**src/timer_cfg_map.vh**
```
// register offsets, field positions and reset values of the timer channel
`ifndef TIMER_CFG_MAP_VH
`define TIMER_CFG_MAP_VH
`define ADDR_CHAN_CTRL 8'h00
`define ADDR_CHAN_STATUS 8'h04
`define ADDR_CHAN_COUNT 8'h08
`define ADDR_TRIG_EDGE 8'h0C
`define ADDR_CHAN_MODE_CFG 8'h80
`define MODE_CFG_RESET 16'h0000
`define TRIG_EDGE_RESET 2'h0
`define OP_CLK_MSB 15
`define OP_CLK_LSB 14
`define CNT_CLK_MSB 13
`define CNT_CLK_LSB 12
`define ROLE_BIT 11
`define OP_MODE_MSB 4
`define OP_MODE_LSB 0
`define CTRL_START_BIT 0
`define CTRL_STOP_BIT 1
`define STAT_ENABLE_BIT 0
`define STAT_REJECT_BIT 1
`define CNT_CLK_OPCLK 2'h0
`define CNT_CLK_TRIG 2'h1
`define EDGE_RISE 2'h0
`define EDGE_FALL 2'h1
`define EDGE_BOTH 2'h2
`define LANES_16 4'h3
`define RESP_OKAY 2'h0
`define RESP_SLVERR 2'h2
`endif

```
**src/timer_channel_mode_config.v**
```verilog
// one timer channel with its mode configuration register on an AXI4-Lite slave
//
// Implementation choice: register access over AXI4-Lite.
`timescale 1ns/1ps
// What this block does
// RQ1: mode register accessed as one 16-bit unit
// RQ2: software writes only while counter stopped
// RQ3: bits 15:14 pick prescaled operation clock
// RQ4: op clock drives trigger edge detection
// RQ5: bits 13:12 pick op clock or trigger
// RQ6: bit 11 sets master or slave role
// RQ7: mode change while stopped: restart value undefined
// RQ8: writes while running are ignored
module timer_channel_mode_config
#(
  parameter EVEN_CHANNEL = 1,
  parameter CNT_WIDTH = 32
)
(
  input wire i_ref_clk,
  input wire i_reset_n,
  // write address channel
  input wire [7:0] s_axi_awaddr,
  input wire s_axi_awvalid,
  output wire s_axi_awready,
  // write data channel
  input wire [31:0] s_axi_wdata,
  input wire [3:0] s_axi_wstrb,
  input wire s_axi_wvalid,
  output wire s_axi_wready,
  // write response channel
  output reg [1:0] s_axi_bresp,
  output reg s_axi_bvalid,
  input wire s_axi_bready,
  // read address channel
  input wire [7:0] s_axi_araddr,
  input wire s_axi_arvalid,
  output wire s_axi_arready,
  // read data channel
  output reg [31:0] s_axi_rdata,
  output reg [1:0] s_axi_rresp,
  output reg s_axi_rvalid,
  input wire s_axi_rready,
  // prescaled clock ticks 0..3, one-cycle pulses from the prescaler
  input wire [3:0] i_prescaled_clock,
  // external trigger pin of the channel
  input wire i_channel_trigger_input,
  output reg [CNT_WIDTH-1:0] o_channel_counter,
  output reg o_counter_enable_status,
  output reg o_master_slave_role,
  output reg o_count_tick
);
`include "timer_cfg_map.vh"

// held write address and data
reg [7:0] aw_addr;
reg aw_held;
reg [31:0] w_data;
reg [3:0] w_strb;
reg w_held;
// stored configuration
reg [15:0] channel_mode_config;
reg [1:0] trig_edge_select;
// sticky flag: a config write was refused
reg write_rejected;
// mode field changed since the last start
reg mode_changed;
// decoded write actions
wire do_write;
wire wr_cfg;
wire wr_ctrl;
wire wr_status;
wire wr_edge;
wire wr_known;
wire start_req;
wire stop_req;
wire cfg_lanes_ok;
wire op_tick;
wire valid_edge;
wire count_tick;
reg [31:0] next_rdata;
reg [1:0] next_rresp;

// channel fields
wire [1:0] op_clock_select;
wire [1:0] count_clock_select;
wire [4:0] operating_mode_field;

assign op_clock_select = channel_mode_config[`OP_CLK_MSB:`OP_CLK_LSB];
assign count_clock_select = channel_mode_config[`CNT_CLK_MSB:`CNT_CLK_LSB];
assign operating_mode_field = channel_mode_config[`OP_MODE_MSB:`OP_MODE_LSB];

// each address/data channel takes one item and waits for its partner
assign s_axi_awready = ~aw_held & ~s_axi_bvalid;
assign s_axi_wready = ~w_held & ~s_axi_bvalid;
// read answered one cycle after acceptance
assign s_axi_arready = ~s_axi_rvalid;

// write happens once both halves are held
assign do_write = aw_held & w_held & ~s_axi_bvalid;
assign wr_cfg = do_write & (aw_addr == `ADDR_CHAN_MODE_CFG);
assign wr_ctrl = do_write & (aw_addr == `ADDR_CHAN_CTRL);
assign wr_status = do_write & (aw_addr == `ADDR_CHAN_STATUS);
assign wr_edge = do_write & (aw_addr == `ADDR_TRIG_EDGE);
assign wr_known = (aw_addr == `ADDR_CHAN_MODE_CFG) | (aw_addr == `ADDR_CHAN_CTRL) |
                  (aw_addr == `ADDR_CHAN_STATUS) | (aw_addr == `ADDR_TRIG_EDGE) |
                  (aw_addr == `ADDR_CHAN_COUNT);
// RQ1: both low lanes required
assign cfg_lanes_ok = ((w_strb & `LANES_16) == `LANES_16);
assign start_req = wr_ctrl & w_strb[0] & w_data[`CTRL_START_BIT];
assign stop_req = wr_ctrl & w_strb[0] & w_data[`CTRL_STOP_BIT];

// address and data capture, response generation
always @(posedge i_ref_clk or negedge i_reset_n)
begin
  if (!i_reset_n)
  begin
    aw_addr <= 8'h00;
    aw_held <= 1'b0;
    w_data <= 32'h00000000;
    w_strb <= 4'h0;
    w_held <= 1'b0;
    s_axi_bvalid <= 1'b0;
    s_axi_bresp <= `RESP_OKAY;
  end
  else
  begin
    // address taken independently of data
    if (s_axi_awvalid & s_axi_awready)
    begin
      aw_addr <= {s_axi_awaddr[7:2], 2'b00};
      aw_held <= 1'b1;
    end
    // data taken independently of address
    if (s_axi_wvalid & s_axi_wready)
    begin
      w_data <= s_axi_wdata;
      w_strb <= s_axi_wstrb;
      w_held <= 1'b1;
    end
    if (do_write)
    begin
      s_axi_bvalid <= 1'b1;
      aw_held <= 1'b0;
      w_held <= 1'b0;
      // unmapped address gets an error answer
      s_axi_bresp <= wr_known ? `RESP_OKAY : `RESP_SLVERR;
    end
    else if (s_axi_bvalid & s_axi_bready)
    begin
      s_axi_bvalid <= 1'b0;
    end
  end
end

// configuration storage
always @(posedge i_ref_clk or negedge i_reset_n)
begin
  if (!i_reset_n)
  begin
    channel_mode_config <= `MODE_CFG_RESET;
    trig_edge_select <= `TRIG_EDGE_RESET;
    mode_changed <= 1'b0;
  end
  else
  begin
    // RQ8: running counter blocks writes
    if (wr_cfg & cfg_lanes_ok & ~o_counter_enable_status)
    begin
      // RQ1: full 16-bit word stored
      channel_mode_config <= w_data[15:0];
      // RQ7: note mode field change
      if (w_data[`OP_MODE_MSB:`OP_MODE_LSB] != operating_mode_field)
      begin
        mode_changed <= 1'b1;
      end
    end
    else if (start_req & ~o_counter_enable_status)
    begin
      // restart consumes the change marker
      mode_changed <= 1'b0;
    end
    // edge choice follows the same stop-only policy
    if (wr_edge & w_strb[0] & ~o_counter_enable_status)
    begin
      trig_edge_select <= w_data[1:0];
    end
  end
end

// refused-write flag; a refusal in the clearing cycle wins
always @(posedge i_ref_clk or negedge i_reset_n)
begin
  if (!i_reset_n)
  begin
    write_rejected <= 1'b0;
  end
  else
  begin
    // RQ2: refusal recorded for software
    if (wr_cfg & (o_counter_enable_status | ~cfg_lanes_ok))
    begin
      write_rejected <= 1'b1;
    end
    else if (wr_status & w_strb[0] & w_data[`STAT_REJECT_BIT])
    begin
      write_rejected <= 1'b0;
    end
  end
end

// run state: start and stop commands, stop wins if both set
always @(posedge i_ref_clk or negedge i_reset_n)
begin
  if (!i_reset_n)
  begin
    o_counter_enable_status <= 1'b0;
  end
  else if (stop_req)
  begin
    o_counter_enable_status <= 1'b0;
  end
  else if (start_req)
  begin
    o_counter_enable_status <= 1'b1;
  end
end

// RQ4: op tick feeds edge detection
trig_edge_detect u_trig_edge_detect
(
  .i_ref_clk(i_ref_clk),
  .i_reset_n(i_reset_n),
  .i_trigger_pin(i_channel_trigger_input),
  .i_op_tick(op_tick),
  .i_edge_select(trig_edge_select),
  .o_valid_edge(valid_edge)
);

// RQ3: prescaled clock chosen by field
// RQ5: count source chosen by field
count_tick_select u_count_tick_select
(
  .i_prescaled_ticks(i_prescaled_clock),
  .i_op_clock_select(op_clock_select),
  .i_count_clock_select(count_clock_select),
  .i_valid_edge(valid_edge),
  .o_op_tick(op_tick),
  .o_count_tick(count_tick)
);

// channel counter, an up counter; mode-specific behaviour lives elsewhere
always @(posedge i_ref_clk or negedge i_reset_n)
begin
  if (!i_reset_n)
  begin
    o_channel_counter <= {CNT_WIDTH{1'b0}};
    o_count_tick <= 1'b0;
  end
  else
  begin
    o_count_tick <= count_tick & o_counter_enable_status;
    // RQ7: changed mode restarts from zero
    if (start_req & ~o_counter_enable_status & mode_changed)
    begin
      o_channel_counter <= {CNT_WIDTH{1'b0}};
    end
    else if (count_tick & o_counter_enable_status)
    begin
      o_channel_counter <= o_channel_counter + {{(CNT_WIDTH-1){1'b0}}, 1'b1};
    end
  end
end

// RQ6: role only meaningful on even channels
always @(posedge i_ref_clk or negedge i_reset_n)
begin
  if (!i_reset_n)
  begin
    o_master_slave_role <= 1'b0;
  end
  else
  begin
    o_master_slave_role <= (EVEN_CHANNEL != 0) & channel_mode_config[`ROLE_BIT];
  end
end

// read data mux
always @*
begin
  next_rdata = 32'h00000000;
  next_rresp = `RESP_OKAY;
  case ({s_axi_araddr[7:2], 2'b00})
    `ADDR_CHAN_MODE_CFG: next_rdata = {16'h0000, channel_mode_config};
    `ADDR_CHAN_CTRL: next_rdata = 32'h00000000;
    `ADDR_CHAN_STATUS: next_rdata = {30'h00000000, write_rejected, o_counter_enable_status};
    `ADDR_CHAN_COUNT: next_rdata = o_channel_counter[31:0];
    `ADDR_TRIG_EDGE: next_rdata = {30'h00000000, trig_edge_select};
    // unmapped reads return zero with an error
    default: next_rresp = `RESP_SLVERR;
  endcase
end

// read answer registered, held until taken
always @(posedge i_ref_clk or negedge i_reset_n)
begin
  if (!i_reset_n)
  begin
    s_axi_rvalid <= 1'b0;
    s_axi_rdata <= 32'h00000000;
    s_axi_rresp <= `RESP_OKAY;
  end
  else if (s_axi_arvalid & s_axi_arready)
  begin
    s_axi_rvalid <= 1'b1;
    s_axi_rdata <= next_rdata;
    s_axi_rresp <= next_rresp;
  end
  else if (s_axi_rvalid & s_axi_rready)
  begin
    s_axi_rvalid <= 1'b0;
  end
end
endmodule // timer_channel_mode_config

```
**src/trig_edge_detect.v**
```verilog
// trigger pin synchroniser and valid-edge detector clocked by the op clock tick
`timescale 1ns/1ps
module trig_edge_detect
(
  input wire i_ref_clk,
  input wire i_reset_n,
  input wire i_trigger_pin,
  input wire i_op_tick,
  input wire [1:0] i_edge_select,
  output reg o_valid_edge
);
`include "timer_cfg_map.vh"

// two-stage synchroniser, first stage read only by the second
reg sync_meta;
reg sync_level;
// level seen at the previous op clock tick
reg sampled_level;
// edge kinds seen at this tick
wire rise_seen;
wire fall_seen;
reg next_valid_edge;

// pin crosses into the reference clock domain
always @(posedge i_ref_clk or negedge i_reset_n)
begin
  if (!i_reset_n)
  begin
    sync_meta <= 1'b0;
    sync_level <= 1'b0;
  end
  else
  begin
    sync_meta <= i_trigger_pin;
    sync_level <= sync_meta;
  end
end

assign rise_seen = sync_level & ~sampled_level;
assign fall_seen = ~sync_level & sampled_level;

// choose which edge counts as valid
always @*
begin
  case (i_edge_select)
    `EDGE_RISE: next_valid_edge = rise_seen;
    `EDGE_FALL: next_valid_edge = fall_seen;
    `EDGE_BOTH: next_valid_edge = rise_seen | fall_seen;
    // unused code detects nothing
    default: next_valid_edge = 1'b0;
  endcase
end

// sampling only on the op tick, so slow op clocks filter short glitches
always @(posedge i_ref_clk or negedge i_reset_n)
begin
  if (!i_reset_n)
  begin
    sampled_level <= 1'b0;
    o_valid_edge <= 1'b0;
  end
  else
  begin
    o_valid_edge <= 1'b0;
    if (i_op_tick)
    begin
      sampled_level <= sync_level;
      o_valid_edge <= next_valid_edge;
    end
  end
end
endmodule // trig_edge_detect

```
**src/count_tick_select.v**
```verilog
// operation clock and count clock selection for one channel
`timescale 1ns/1ps
module count_tick_select
(
  input wire [3:0] i_prescaled_ticks,
  input wire [1:0] i_op_clock_select,
  input wire [1:0] i_count_clock_select,
  input wire i_valid_edge,
  output wire o_op_tick,
  output reg o_count_tick
);
`include "timer_cfg_map.vh"

// one of the four prescaled ticks by index
assign o_op_tick = i_prescaled_ticks[i_op_clock_select];

// count source: op tick or trigger edge; prohibited codes count nothing
always @*
begin
  case (i_count_clock_select)
    `CNT_CLK_OPCLK: o_count_tick = o_op_tick;
    `CNT_CLK_TRIG: o_count_tick = i_valid_edge;
    default: o_count_tick = 1'b0;
  endcase
end
endmodule // count_tick_select

```
**config.mk**
```make
export PLATFORM = sky130hd
export DESIGN_NAME = timer_channel_mode_config
export DESIGN_NICKNAME = d
export VERILOG_FILES = /design/src/timer_channel_mode_config.v /design/src/trig_edge_detect.v /design/src/count_tick_select.v
export VERILOG_INCLUDE_DIRS = /design/src /design/src/src
export SDC_FILE = /design/constraint.sdc
export NUM_CORES = 1
export LEC_CHECK = 0
export BUFFER_PORTS_ARGS = -buffer_cell sky130_fd_sc_hd__buf_2
export CAP_MARGIN = 10
export CORE_ASPECT_RATIO = 0.8
export CORE_UTILIZATION = 43
export DETAILED_ROUTE_END_ITERATION = 7
export PLACE_DENSITY = 0.66
export REMOVE_ABC_BUFFERS = 1
export SLEW_MARGIN = 20
export SYNTH_ARGS = -nofsm -noshare
export SYNTH_HDL_FRONTEND = slang
export SYNTH_SLANG_ARGS = --single-unit
```
**constraint.sdc**
```tcl
create_clock -name i_ref_clk -period 2.4 [get_ports i_ref_clk]
set_input_delay 0.24 -clock i_ref_clk [delete_from_list [all_inputs] [get_ports i_ref_clk]]
set_output_delay 0.24 -clock i_ref_clk [all_outputs]
set_load 0.05 [all_outputs]
```
==> impl_metrics.env <==
export IMPL_clock_root_buffer="clkbuf_16"
export IMPL_synth_main_ff_cell="dfrtp_1"
export IMPL_dp_cells=809
export IMPL_syn_area_per_cell_um2=10.93
export IMPL_core_area_um2=13150
export IMPL_fin_cells=844
export IMPL_nets=724
export IMPL_rows=37
export IMPL_synth_area_um2=5933
export IMPL_die_y_um=107.1
export IMPL_cp_startpoint="o_channel_counter[1]$_DFFE_PN0P_"
export IMPL_ant_nets=0
export IMPL_rr_worst_depth=5
export IMPL_ioPinCount=140
export IMPL_drt_initial_drc_count=349
export IMPL_power_density_nw_per_um2=948.5
export IMPL_slowest_delay_ps=440
export IMPL_dr_pass1_iters=5
export IMPL_routedWlPerCell_um=16.87
export IMPL_rr_startpoint="o_channel_counter[1]$_DFFE_PN0P_"
export IMPL_tightest_slew_ps=839.8
export IMPL_ys_seq_elements=121
export IMPL_setup_viol=0
export IMPL_globalplace_congestion=0.7980
export IMPL_min_path_type="in -> reg"
export IMPL_vias_per_cell=5.501
export IMPL_synth_compound_area_share_pct=13.98
export IMPL_timing_rr_end="o_channel_counter[18]$_DFFE_PN0P_"
export IMPL_cp_start_kind="flop"
export IMPL_yosysUniqueCellTypes=52
export IMPL_antenna_found_initial=0
export IMPL_ctsResizeCount=0
export IMPL_post_cts_setup_buffers=0
export IMPL_vdd_drop_max_mv=0.9000
export IMPL_cts_sinks=121
export IMPL_end_kind="flop"
export IMPL_synth_edf_count=0
export IMPL_timing_final_crit_share_pct=87.84
export IMPL_leakagePower_nw=3.093
export IMPL_drc_errors=0
export IMPL_grt_pass1_vias=4483
export IMPL_final_setup_tns_ps=0
export IMPL_async_reset_ff_share_pct=100.0
export IMPL_synth_top_family_by_area="simple AND/OR/NAND/NOR gates"
export IMPL_synth_most_common_cell="dfrtp_1"
export IMPL_diodes=0
export IMPL_path_class="reg -> reg"
export IMPL_syn_to_final_growth_pct=22.75
export IMPL_drive_gt1_share_pct=34.38
export IMPL_path_clk_slew_ps=50
export IMPL_fp_dieArea_um2=14280
export IMPL_rsz0062_at_grt="false"
export IMPL_synthXorXnorAreaFrac_pct=0.7381
export IMPL_skew_ps=5.355
export IMPL_status="finished, final reports clean"
export IMPL_grt_start_max_net_pins=122
export IMPL_numCtsBuffers=17
export IMPL_worstPathRequired_ps=2730
export IMPL_period_needed_ps=2108
export IMPL_drt_wl_total_um=14240
export IMPL_chipWidth_um=133.3
export IMPL_hold_viol_final=0
export IMPL_grt_overflow=0
export IMPL_clock_path_buffers=2
export IMPL_synth_top_cells_by_count="dfrtp_1, nand2_1, o21ai_0, mux2_2, mux2i_1"
export IMPL_detailed_place_hpwl_um=9368
export IMPL_track_usage_pct=21.09
export IMPL_crit_slowest_cell="dfrtp_1"
export IMPL_yosys_area_top_type="dfrtp_1"
export IMPL_rrSetupSlack_ps=290
export IMPL_yosysSeqAreaShare_pct=51.03
export IMPL_worst_hold_path_num_cells=2
export IMPL_htree_levels=4
export IMPL_cp_cell_sequence="ha_1 > and4_1 > o2111ai_2 > nor4_2 > mux2i_1"
export IMPL_arrival_ps=2440
export IMPL_synthSimpleGateAreaFrac_pct=16.20
export IMPL_yosysWarnings=0
export IMPL_synthAdderAreaFrac_pct=0.6326
export IMPL_clkLatencyLatePin_ps=410
export IMPL_synth_top_area_share_pct=51.03
export IMPL_max_slew_margin_pct=43.99
export IMPL_yosys_top_cells_area="dfrtp_1, mux2_2, o21ai_0"
export IMPL_io_buffers=115
export IMPL_vias=4643
export IMPL_min_to="w_data[2]$_DFFE_PN0P_"
export IMPL_grt_pass1_wl_um=23350
export IMPL_clock_fmax_ghz=0.4743
export IMPL_crit_fanout=12
export IMPL_drv_cap=0
export IMPL_whs_ps=59.81
export IMPL_holdCritStartpoint="s_axi_wdata[2]"
export IMPL_synth_cells=543
export IMPL_cts_tree="done"
export IMPL_muxShareOfSynthArea_pct=13.67
export IMPL_final_max_slew_viol_count=0
export IMPL_start_util_pct=45.13
export IMPL_postCtsHoldBufs=4
-- power breakdown --
part           switching [W]  total (W)  internal, W  leakage (nW)
combinational       0.000957    0.00158     0.000620          1.33
sequential          0.000363    0.00280      0.00244          1.47
clock               0.000877    0.00253      0.00165         0.288
total                0.00220    0.00691      0.00471          3.09
-- kinds of logic after synthesis --
kind of cell,count (synthesis)
simple gates,167
mux,74
compound gates,129
fa+ha+maj,3
flops,121
xor+xnor,5
buf+inv,43
other cells,1
-- area by class of cell --
| type | instances | area (um2) |
|---|---|---|
| clock buffers | 24 | 501.7 |
| well taps | 175 | 219.0 |
| inverters | 5 | 18.77 |
| multi-input cells | 380 | 2698 |
| flip-flops and latches | 121 | 3028 |
| clock inverters | 7 | 90.09 |
| repair buffers | 132 | 728.2 |
| fillers | 1193 | 5864 |
-- critical path: cells and delay by family, from the launching register on --
| kind | cells | cell delay, ps |
|---|---|---|
| mux | 1 | 220 |
| compound gates | 1 | 430 |
| flops | 1 | 440 |
| fa+ha+maj | 1 | 290 |
| simple gates | 2 | 660 |
-- how the worst max path moves through the flow --
| stage | end | cells after the start |
|---|---|---|
| after CTS | o_channel_counter[22]$_DFFE_PN0P_ | 5 |
| after floorplan | w_data[0]$_DFFE_PN0P_ | 2 |
| after detailed placement | o_channel_counter[22]$_DFFE_PN0P_ | 5 |
| final | o_channel_counter[18]$_DFFE_PN0P_ | 5 |
| after global routing | o_channel_counter[14]$_DFFE_PN0P_ | 5 |
| after global placement | o_channel_counter[18]$_DFFE_PN0P_ | 5 |
-- flip-flops by register name, summed over array words and instances, names as in the netlist, 2 cells and up --
signal,count
aw_addr,6
o_channel_counter,32
s_axi_rdata,32
channel_mode_config,16
w_data,16
trig_edge_select,2
w_strb,2
-- layout by cell type, fill, tap and decap left out, types with 3 or more instances in the layout --
cell           Yosys  routed
dfrtp_1          121     121
buf_2             15     114
nand2_1           67      66
o21ai_0           64      64
mux2_2            44      44
mux2i_1           27      27
o21bai_1          24      24
nand3_1           17      17
clkbuf_16          0      17
a22oi_1           16      16
buf_4              4      13
nor4_2            12      12
nor3_1            11      11
nor2_1            10      10
a21oi_1           10      10
and4_1             8       8
nand4_1            6       6
inv_1              5       5
and3_1             5       5
clkbuf_8           0       5
and2_1             4       4
nor4_1             4       4
dlygate4sd3_1      0       4
mux2_4             3       3
nor2b_1            3       3
o21ai_1            3       3
o31ai_1            3       3
xnor2_1            3       3
or3_1              3       3
ha_1               3       3
clkinv_2           0       3
-- per-layer routing --
layer / vias to the layer above / part of all wire [%] / GRT usage [%]
met3: 20 / 4.6 / 5.106
met1: 2286 / 48 / 29.31
met4: 0 / 1.4 / 8.036
li1: 2212 / - / -
met2: 125 / 46 / 31.81
met5: - / 0 / 0
-- through the flow --
step	setup WS, ps	area, um2	util (%)	total power, W
after detailed placement	308.8	6651	50.59	0.004408
after global routing	147.0	7283	55.40	0.007245
final	291.8	7283	55.40	0.006908
after floorplan	-210.9	5737	-	0.003916
after CTS	299.4	7283	55.40	0.006966
after global placement	405.9	6651	50.59	0.004329
Note: power is estimated with default switching activity, not from simulation.
